$ cat config.mk
export PLATFORM = sky130hd
export DESIGN_NAME = asrc_host
export DESIGN_NICKNAME = d
export VERILOG_FILES = /design/src/include/asrc_pkg.sv /design/src/hdl/asrc_host.sv
export SDC_FILE = /design/constraint.sdc
export NUM_CORES = 1
export LEC_CHECK = 0
export ABC_AREA = 1
export BUFFER_PORTS_ARGS = -buffer_cell sky130_fd_sc_hd__buf_4
export CAP_MARGIN = 40
export CELL_PAD_IN_SITES_DETAIL_PLACEMENT = 1
export CELL_PAD_IN_SITES_GLOBAL_PLACEMENT = 1
export CORE_ASPECT_RATIO = 0.6
export CORE_MARGIN = 10
export CORE_UTILIZATION = 31
export CTS_CLUSTER_SIZE = 10
export DETAILED_ROUTE_END_ITERATION = 7
export GPL_TIMING_DRIVEN = 0
export PLACE_DENSITY_LB_ADDON = 0.1
export SYNTH_ARGS = -nofsm -noshare
export SYNTH_HDL_FRONTEND = slang
export SYNTH_SLANG_ARGS = --single-unit
$ cat constraint.sdc
create_clock -name CLK_SYS_I -period 1.15 [get_ports CLK_SYS_I]
set_input_delay 0.115 -clock CLK_SYS_I [delete_from_list [all_inputs] [get_ports CLK_SYS_I]]
set_output_delay 0.115 -clock CLK_SYS_I [all_outputs]
set_load 0.02 [all_outputs]
$ cat src/include/asrc_pkg.sv
`default_nettype none
package asrc_pkg;
  localparam int ADDR_W = 15;
  localparam int DATA_W = 8;
  localparam int CLK_PERIOD_NS = 100;
  // pin timing of the memory, in ns
  localparam int ADDRESS_ACCESS_TIME_NS = 50;
  localparam int SELECT_ACCESS_TIME_NS = 50;
  localparam int DESELECT_FLOAT_TIME_NS = 20;
  localparam int READ_CYCLE_MINIMUM_NS = 50;
  localparam int WRITE_START_FLOAT_TIME_NS = 15;
  localparam int OUTPUT_DISABLE_FLOAT_TIME_NS = 15;
  localparam int WRITE_PULSE_MINIMUM_NS = 45;
  localparam int SELECT_TO_WRITE_END_NS = 45;
  localparam int DATA_SETUP_NS = 35;
  localparam int WRITE_GAP_MINIMUM_NS = 5;
  localparam int WRITE_CYCLE_MINIMUM_NS = 50;
  // least times round up, never below one cycle
  function automatic int ns_to_cyc(input int ns);
    int c;
    c = (ns + CLK_PERIOD_NS - 1) / CLK_PERIOD_NS;
    return (c < 1) ? 1 : c;
  endfunction : ns_to_cyc
  localparam int ACCESS_CYC = ns_to_cyc(ADDRESS_ACCESS_TIME_NS);
  localparam int FLOAT_CYC = ns_to_cyc(WRITE_START_FLOAT_TIME_NS);
  localparam int WPULSE_CYC = ns_to_cyc(WRITE_PULSE_MINIMUM_NS);
  localparam int WGAP_CYC = ns_to_cyc(WRITE_GAP_MINIMUM_NS);
  localparam int RELEASE_CYC = ns_to_cyc(DESELECT_FLOAT_TIME_NS);
  localparam logic [3:0] CNT_ZERO = 4'h0;
endpackage : asrc_pkg
`default_nettype wire

$ cat src/hdl/asrc_host.sv
`timescale 1ns/100ps
`default_nettype none
module asrc_host #(
  parameter int ADDR_W = asrc_pkg::ADDR_W,
  parameter int DATA_W = asrc_pkg::DATA_W
) (
  input wire logic CLK_SYS_I, // 10 MHz system clock
  input wire logic RSTN_I, // async reset, active low
  input wire logic CE_I, // clock enable, freezes state when low
  input wire logic REQ_VALID_I, // request present
  output logic REQ_READY_O, // request taken when valid and ready
  input wire logic REQ_WRITE_I, // 1 write, 0 read
  input wire logic [ADDR_W-1:0] REQ_ADDR_I, // byte address
  input wire logic [DATA_W-1:0] REQ_WDATA_I, // write byte
  output logic RD_VALID_O, // one-cycle pulse, read data ready
  output logic [DATA_W-1:0] RD_DATA_O, // read byte
  output logic [ADDR_W-1:0] MEM_ADDR_O, // memory address pins
  output logic MEM_SELECT_LOW_O, // select, active low
  output logic MEM_WRITE_STROBE_LOW_O, // write strobe, active low
  output logic MEM_OUTPUT_DRIVE_ENABLE_LOW_O, // output enable, active low
  output logic [DATA_W-1:0] MEM_DQ_O, // data toward memory
  output logic MEM_DQ_OE_O, // high while host drives data
  input wire logic [DATA_W-1:0] MEM_DQ_I // data from memory
);
  typedef enum logic [2:0] {ST_IDLE, ST_RD_ACC, ST_RD_END, ST_WR_FLOAT, ST_WR_PULSE,
    ST_WR_GAP} asrc_state_t;
  asrc_state_t state_reg;
  logic [3:0] cnt_reg;
  logic [ADDR_W-1:0] addr_reg;
  logic [DATA_W-1:0] wdata_reg;
  logic take;
  logic rd_sample;

  // every phase ends on the edge at which its down-counter shows one
  function automatic logic last_cycle(input logic [3:0] cnt);
    return (cnt == 4'h1);
  endfunction : last_cycle

  assign REQ_READY_O = (state_reg == ST_IDLE);
  assign take = CE_I && REQ_VALID_I && REQ_READY_O;
  // the read is sampled on the edge that closes the select-low cycle
  assign rd_sample = (state_reg == ST_RD_ACC) && last_cycle(cnt_reg);

  // one request in flight; each phase counts its least time before moving on
  always_ff @(posedge CLK_SYS_I or negedge RSTN_I) begin
    if (!RSTN_I) begin
      state_reg <= ST_IDLE;
      cnt_reg <= asrc_pkg::CNT_ZERO;
    end else if (CE_I) begin
      case (state_reg)
        ST_IDLE: begin
          if (take) begin
            // address is set with select in the same edge: host is slow enough
            state_reg <= REQ_WRITE_I ? ST_WR_FLOAT : ST_RD_ACC;
            cnt_reg <= REQ_WRITE_I ? 4'(asrc_pkg::FLOAT_CYC) : 4'(asrc_pkg::ACCESS_CYC);
          end
        end
        ST_RD_ACC: begin
          if (last_cycle(cnt_reg)) begin
            state_reg <= ST_RD_END;
            cnt_reg <= 4'(asrc_pkg::RELEASE_CYC);
          end else begin
            cnt_reg <= cnt_reg - 4'h1;
          end
        end
        ST_RD_END: begin
          // wait for the device to float before a write may drive the bus
          if (last_cycle(cnt_reg)) begin
            state_reg <= ST_IDLE;
          end else begin
            cnt_reg <= cnt_reg - 4'h1;
          end
        end
        ST_WR_FLOAT: begin
          if (last_cycle(cnt_reg)) begin
            state_reg <= ST_WR_PULSE;
            cnt_reg <= 4'(asrc_pkg::WPULSE_CYC);
          end else begin
            cnt_reg <= cnt_reg - 4'h1;
          end
        end
        ST_WR_PULSE: begin
          if (last_cycle(cnt_reg)) begin
            state_reg <= ST_WR_GAP;
            cnt_reg <= 4'(asrc_pkg::WGAP_CYC);
          end else begin
            cnt_reg <= cnt_reg - 4'h1;
          end
        end
        ST_WR_GAP: begin
          if (last_cycle(cnt_reg)) begin
            state_reg <= ST_IDLE;
          end else begin
            cnt_reg <= cnt_reg - 4'h1;
          end
        end
        default: begin
          state_reg <= ST_IDLE;
          cnt_reg <= asrc_pkg::CNT_ZERO;
        end
      endcase
    end
  end

  // address and data held from take until idle again
  always_ff @(posedge CLK_SYS_I or negedge RSTN_I) begin
    if (!RSTN_I) begin
      addr_reg <= '0;
      wdata_reg <= '0;
    end else if (take) begin
      addr_reg <= REQ_ADDR_I;
      wdata_reg <= REQ_WDATA_I;
    end
  end

  always_ff @(posedge CLK_SYS_I or negedge RSTN_I) begin
    if (!RSTN_I) begin
      RD_VALID_O <= 1'b0;
      RD_DATA_O <= '0;
    end else if (CE_I) begin
      // a full period after address and select, so both access limits are met
      RD_VALID_O <= rd_sample;
      if (rd_sample) begin
        RD_DATA_O <= MEM_DQ_I;
      end
    end
  end

  // pins; select rises in the gap so every write is bounded by select and strobe
  assign MEM_ADDR_O = addr_reg;
  assign MEM_SELECT_LOW_O = !((state_reg == ST_RD_ACC) || (state_reg == ST_WR_FLOAT)
    || (state_reg == ST_WR_PULSE));
  assign MEM_WRITE_STROBE_LOW_O = !((state_reg == ST_WR_FLOAT)
    || (state_reg == ST_WR_PULSE));
  assign MEM_OUTPUT_DRIVE_ENABLE_LOW_O = !(state_reg == ST_RD_ACC);
  assign MEM_DQ_O = wdata_reg;
  assign MEM_DQ_OE_O = (state_reg == ST_WR_PULSE);

  // pin checks; the memory sees each level for a whole period after an edge
  a_write_pulse_len: assert property (@(posedge CLK_SYS_I) disable iff (!RSTN_I)
    $rose(MEM_WRITE_STROBE_LOW_O)
    |-> (!$past(MEM_WRITE_STROBE_LOW_O, 2) && !$past(MEM_SELECT_LOW_O, 2)))
    else $error("write pulse too short");
  a_drive_in_strobe: assert property (@(posedge CLK_SYS_I) disable iff (!RSTN_I)
    MEM_DQ_OE_O
    |-> (!MEM_WRITE_STROBE_LOW_O && !$past(MEM_WRITE_STROBE_LOW_O)))
    else $error("data driven before strobe floated device");
  a_float_before_drive: assert property (@(posedge CLK_SYS_I) disable iff (!RSTN_I)
    $rose(MEM_DQ_OE_O)
    |-> ($past(MEM_OUTPUT_DRIVE_ENABLE_LOW_O) && !$past(MEM_WRITE_STROBE_LOW_O)))
    else $error("data driven while memory outputs enabled");
  a_strobe_in_select: assert property (@(posedge CLK_SYS_I) disable iff (!RSTN_I)
    !MEM_WRITE_STROBE_LOW_O
    |-> !MEM_SELECT_LOW_O)
    else $error("strobe low without select");
  a_addr_stable: assert property (@(posedge CLK_SYS_I) disable iff (!RSTN_I)
    (!MEM_SELECT_LOW_O && !$past(MEM_SELECT_LOW_O))
    |-> $stable(MEM_ADDR_O))
    else $error("address moved during access");
  a_addr_write_hold: assert property (@(posedge CLK_SYS_I) disable iff (!RSTN_I)
    $rose(MEM_WRITE_STROBE_LOW_O)
    |-> $stable(MEM_ADDR_O))
    else $error("address moved at write end");
  a_gap_select_high: assert property (@(posedge CLK_SYS_I) disable iff (!RSTN_I)
    (state_reg == ST_WR_GAP)
    |-> (MEM_SELECT_LOW_O && MEM_WRITE_STROBE_LOW_O && !MEM_DQ_OE_O))
    else $error("no deselect between writes");
  a_oe_no_write: assert property (@(posedge CLK_SYS_I) disable iff (!RSTN_I)
    !MEM_OUTPUT_DRIVE_ENABLE_LOW_O
    |-> (MEM_WRITE_STROBE_LOW_O && !MEM_DQ_OE_O))
    else $error("output enable during write");
  a_read_pulse: assert property (@(posedge CLK_SYS_I) disable iff (!RSTN_I)
    $rose(RD_VALID_O)
    |-> (!$past(MEM_OUTPUT_DRIVE_ENABLE_LOW_O) && !$past(MEM_SELECT_LOW_O)))
    else $error("read data sampled without select and output enable");
  a_read_one_cycle: assert property (@(posedge CLK_SYS_I) disable iff (!RSTN_I)
    (RD_VALID_O && CE_I)
    |=> !RD_VALID_O)
    else $error("read valid longer than one cycle");
  a_data_setup: assert property (@(posedge CLK_SYS_I) disable iff (!RSTN_I)
    ($rose(MEM_WRITE_STROBE_LOW_O) && CE_I)
    |-> $past(MEM_DQ_OE_O))
    else $error("write ended without data setup");
  // a frozen access must hold its pins, or the memory would see a cut write
  a_freeze_pins: assert property (@(posedge CLK_SYS_I) disable iff (!RSTN_I)
    !CE_I
    |=> ($stable(MEM_SELECT_LOW_O) && $stable(MEM_WRITE_STROBE_LOW_O)
      && $stable(MEM_ADDR_O)))
    else $error("pins moved while clock enable low");
  c_read: cover property (@(posedge CLK_SYS_I) disable iff (!RSTN_I)
    RD_VALID_O);
  c_write: cover property (@(posedge CLK_SYS_I) disable iff (!RSTN_I)
    $fell(MEM_DQ_OE_O));
  c_b2b: cover property (@(posedge CLK_SYS_I) disable iff (!RSTN_I)
    (state_reg == ST_WR_GAP) ##3 MEM_DQ_OE_O);
  c_write_then_read: cover property (@(posedge CLK_SYS_I) disable iff (!RSTN_I)
    $fell(MEM_DQ_OE_O) ##[1:4] RD_VALID_O);
  c_frozen_access: cover property (@(posedge CLK_SYS_I) disable iff (!RSTN_I)
    !CE_I && !MEM_SELECT_LOW_O);
endmodule : asrc_host
`default_nettype wire

==> impl_summary.md <==
Routing
Dividing the detail-routed wire length by the instance count gives between 15 and 20 um. Dividing the detail-routed via count by the number of cells gives approximately 4.5. For this run, design rule violations remaining after detail routing come to 0. The number of detailed-route iterations in the first pass is 4.

For this block, the via count after detailed routing is between 1500 and 2000. The residual antenna-violating net count after detailed routing is 0. For this block, the initial DRC count from the detailed router was 34. Summed over all layers, the routed wires come to around 6.4 mm.

Timing
Setup repair after global routing could not meet its margin everywhere. The final critical path time including I/O delays and setup is between 1000 and 1500 ps. On the final layout, the worst clock skew is 5.284 ps. Setup violations remaining at the end of the flow were counted as 44. The share of the clock period used by the worst path is 125.7%. For this run, the top clock speed supported by timing is 691.7 MHz. The worst pin sits at a relative slew slack of between 60% and 70%.

The max-slew violation total from the final report is 0. The number of hold violations in the final report was 0. The worst-margin pin slew is between 500 and 600 ps. After layout, the worst setup slack is -295.6 ps.

Flow run
The count of maximum capacitance violations is 0.

Worst setup path
The kind of end point of the critical path is an output port. The worst setup path is of the reg -> out kind. Walking the worst path, the cells encountered are inv_2 > nor2_4 > buf_6 > a21oi_4 > buf_6.

The worst register-to-register path has a setup slack of -270 ps. The launch point of the critical path is state_reg[0]$_DFFE_PN0P_. In this run the critical register-to-register path is launched from state_reg[0]$_DFFE_PN0P_. The endpoint identified for the worst register-to-register timing path is MEM_ADDR_O[11]$_DFFE_PN0P_. Data on the critical path is required at its endpoint by 1030 ps. STA puts the critical path data arrival time at 1330 ps. In this design, the stage delay of the slowest critical-path cell is approximately 460 ps.

Following the worst setup path forward leads to its endpoint at MEM_SELECT_LOW_O. The cell that appears most often on the critical path is buf_6. STA classifies the critical path startpoint as a register. The critical-path maximum fanout is 4.

The cell depth of the worst flop-to-flop path is 7. The critical path's slowest cell is dfrtp_2.

Finish
The number of flip-flops under the largest register name is 15. The top cell types in the final layout, fill and taps aside, are buf_4 (84), nand2_1 (59), dfrtp_1 (35). The repair_antennas step left the layout with diodes totalling 0. The final layout net count is roughly 360. The finished cells cover a little over 0.003 sq mm. The post-route netlist has 52.00% of its cells at a drive strength greater than 1.

The synthesis-to-finish area growth is 69.39%. Leaving out fill and tap cells, the most frequent cell in the layout is buf_4. The core utilization of the finished layout is approximately 55%.

Global route
The via count of the first global-routing pass is 1949. For this run, the total global-route usage over all layers was measured as roughly 12%. The first global-routing pass estimated approximately 9.6 mm of wire.

The number of antenna violations at the first check in global routing came to 0. After global routing the overflow that remains totals 0. The pin count of the biggest net entering global routing is 40.

Pwr
The static leakage is about 1.6 nW. The register share of total power is between 20 and 30%. In this run the power spent charging and discharging nets is ~3.9 mW. The internal power summed over all cells is a little over 5 mW. The clock network is responsible for a little over an eighth of the overall power. The power share of the combinational group is between 50% and 60%. Across the VDD grid, the largest voltage drop is 0.001129 V. The switching share of total power is a little over two fifths. The total power per unit cell area is approximately 2900 mW/mm^2.

Floorplan
For this design the top-level I/O count stands at 73. The die outline area is roughly 0.0094 sq mm. Measured along the y axis, the die boundary spans 79.34 um. For this configuration, the core starts out at a cell density of around a third.

The row count is 21. The die is 118.9 um wide. The area of the placeable core is around 0.0056 sq mm.

Placement
Summed over all nets, the half-perimeter wirelength after detailed placement is 4.274 mm. Port buffering added a little over 70 buffers. The area of placed instances is 0.002484 sq mm. The routability congestion estimate from global placement is between 0.8 and 0.9.

CTS
Clock-pin slew was measured on the worst setup and hold paths at approximately 80 ps. Clock latency on the worst-skew pair, taken at its later pin, is about 290 ps. CTS saw 39 sinks.

CTS built an H-tree with a depth of 2. The library cell used as clock root buffer is clkbuf_8. The clock buffer count from CTS is 5. The TritonCTS clock tree is yes.

The longest clock path from root to sink contains 2 buffers.

Synthesis
Synthesis instantiated 19 different standard cells from the library. Summing every instance area after synthesis gives between 0.0015 and 0.002 sq mm. The synthesized netlist cell count is ~220. Sequential elements use a little over half of the synthesized area. During synthesis, Yosys emitted a total of 0 warnings. The register bit count reported by yosys is 39. Counting every net in the synthesized netlist gives about 260. The average size of a mapped cell is 8.345 sq um.

Outcome
The final reports fail on negative setup slack. The flow ran to the end, but the final reports show violations.

Worst hold path
The worst hold-check path type is in -> reg.
-- logic make-up (layout without fill, tap and decap cells) --
| logic type | after synthesis | after routing | synth area share, % |
|---|---|---|---|
| buffers and inverters | 41 | 147 | 10.18 |
| and+or+nand+nor | 96 | 97 | 23.32 |
| xor gates and xnor gates | 2 | 2 | 0.9630 |
| AOI/OAI and AO/OA | 38 | 38 | 10.52 |
| adders and majority gates | 2 | 2 | 1.375 |
| DFF | 39 | 39 | 53.65 |
-- worst min-delay path by stage --
stage                     start  slack [ps]                         to  cells after the start
finish              MEM_DQ_I[5]          10   RD_DATA_O[5]$_DFFE_PN0P_                      3
global route        MEM_DQ_I[3]          10   RD_DATA_O[3]$_DFFE_PN0P_                      3
CTS                 MEM_DQ_I[3]           5   RD_DATA_O[3]$_DFFE_PN0P_                      3
detailed placement       RSTN_I         130   RD_DATA_O[1]$_DFFE_PN0P_                      1
global placement         RSTN_I         140   RD_DATA_O[1]$_DFFE_PN0P_                      1
floorplan                RSTN_I        -180  MEM_ADDR_O[0]$_DFFE_PN0P_                      0
-- cell type report --
cell class | count | area, sq um
Timing Repair Buffer | 98 | 818.3
Buffer | 5 | 63.81
Clock buffer | 6 | 82.58
Tap cell | 80 | 100.1
Inverter | 36 | 147.6
Sequential cell | 39 | 980.9
Fill cell | 699 | 2541
Clock inverter | 2 | 35.03
Multi-Input combinational cell | 139 | 853.3
-- power by group through the flow --
stage | logic (mW) | clock network, mW | registers, mW
6_report | 5.23 | 1.20 | 2.53
5_1_grt | 5.69 | 1.29 | 2.61
4_1_cts | 4.55 | 1.25 | 2.46
3_5_place_dp | 3.94 | 0 | 2.45
3_3_place_gp | 3.89 | 0 | 2.43
2_1_floorplan | 1.71 | 0 | 3.03
-- critical path, delay by kind of cell (launching register included) --
kind	cells	cell delay [ps]
AO/OA/AOI/OAI	1	140
flip-flops	1	460
AND/OR/NAND/NOR	1	60
buffers and inverters	3	370
-- through the flow --
| stage | setup WS (ps) | total power, mW | cells | hold WS, ps | setup TNS (ps) |
|---|---|---|---|---|---|
| 2_1_floorplan | -133.0 | 4.743 | 218 | -180.6 | -3480 |
| 3_3_place_gp | -277.5 | 6.321 | 370 | 138.3 | -9192 |
| 3_5_place_dp | -278.0 | 6.391 | 370 | 127.6 | -9258 |
| 4_1_cts | -286.4 | 8.249 | 390 | 4.792 | -8296 |
| 5_1_grt | -351.7 | 9.596 | 405 | 13.82 | -12740 |
| 6_report | -295.6 | 8.964 | 405 | 13.69 | -9860 |
-- metal layers --
metal  part of all wire (%)  wire, um  up-vias  global-route usage, %
met4                   0.93        59        0                  2.791
met5                      0         0        -                      0
met3                    6.8       434        6                  4.944
met1                     46      2919      890                  15.38
met2                     46      2954       49                  19.30
li1                       -         -      881                      -
-- cells in the mapped netlist (all sizes together) --
master / instances / area share [%]
nand2: 81 / 18
dfrtp: 39 / 54
inv: 36 / 7.4
o21ai: 36 / 9.9
nand3: 9 / 3.2
nor2: 6 / 2.2
buf: 5 / 2.8
ha: 2 / 1.4
xor2: 2 / 0.96
a21oi: 1 / 0.27
o22ai: 1 / 0.34
-- what timing repair did --
action	4_1_cts	5_1_grt
endpoints found under the hold margin	39	0
hold buffers	1	0
setup buffers	11	12
cloned	0	3
pin swaps	9	28
endpoints found under the setup margin	44	44
resized for setup	35	36
No activity file was read; power rests on OpenSTA's default activity.
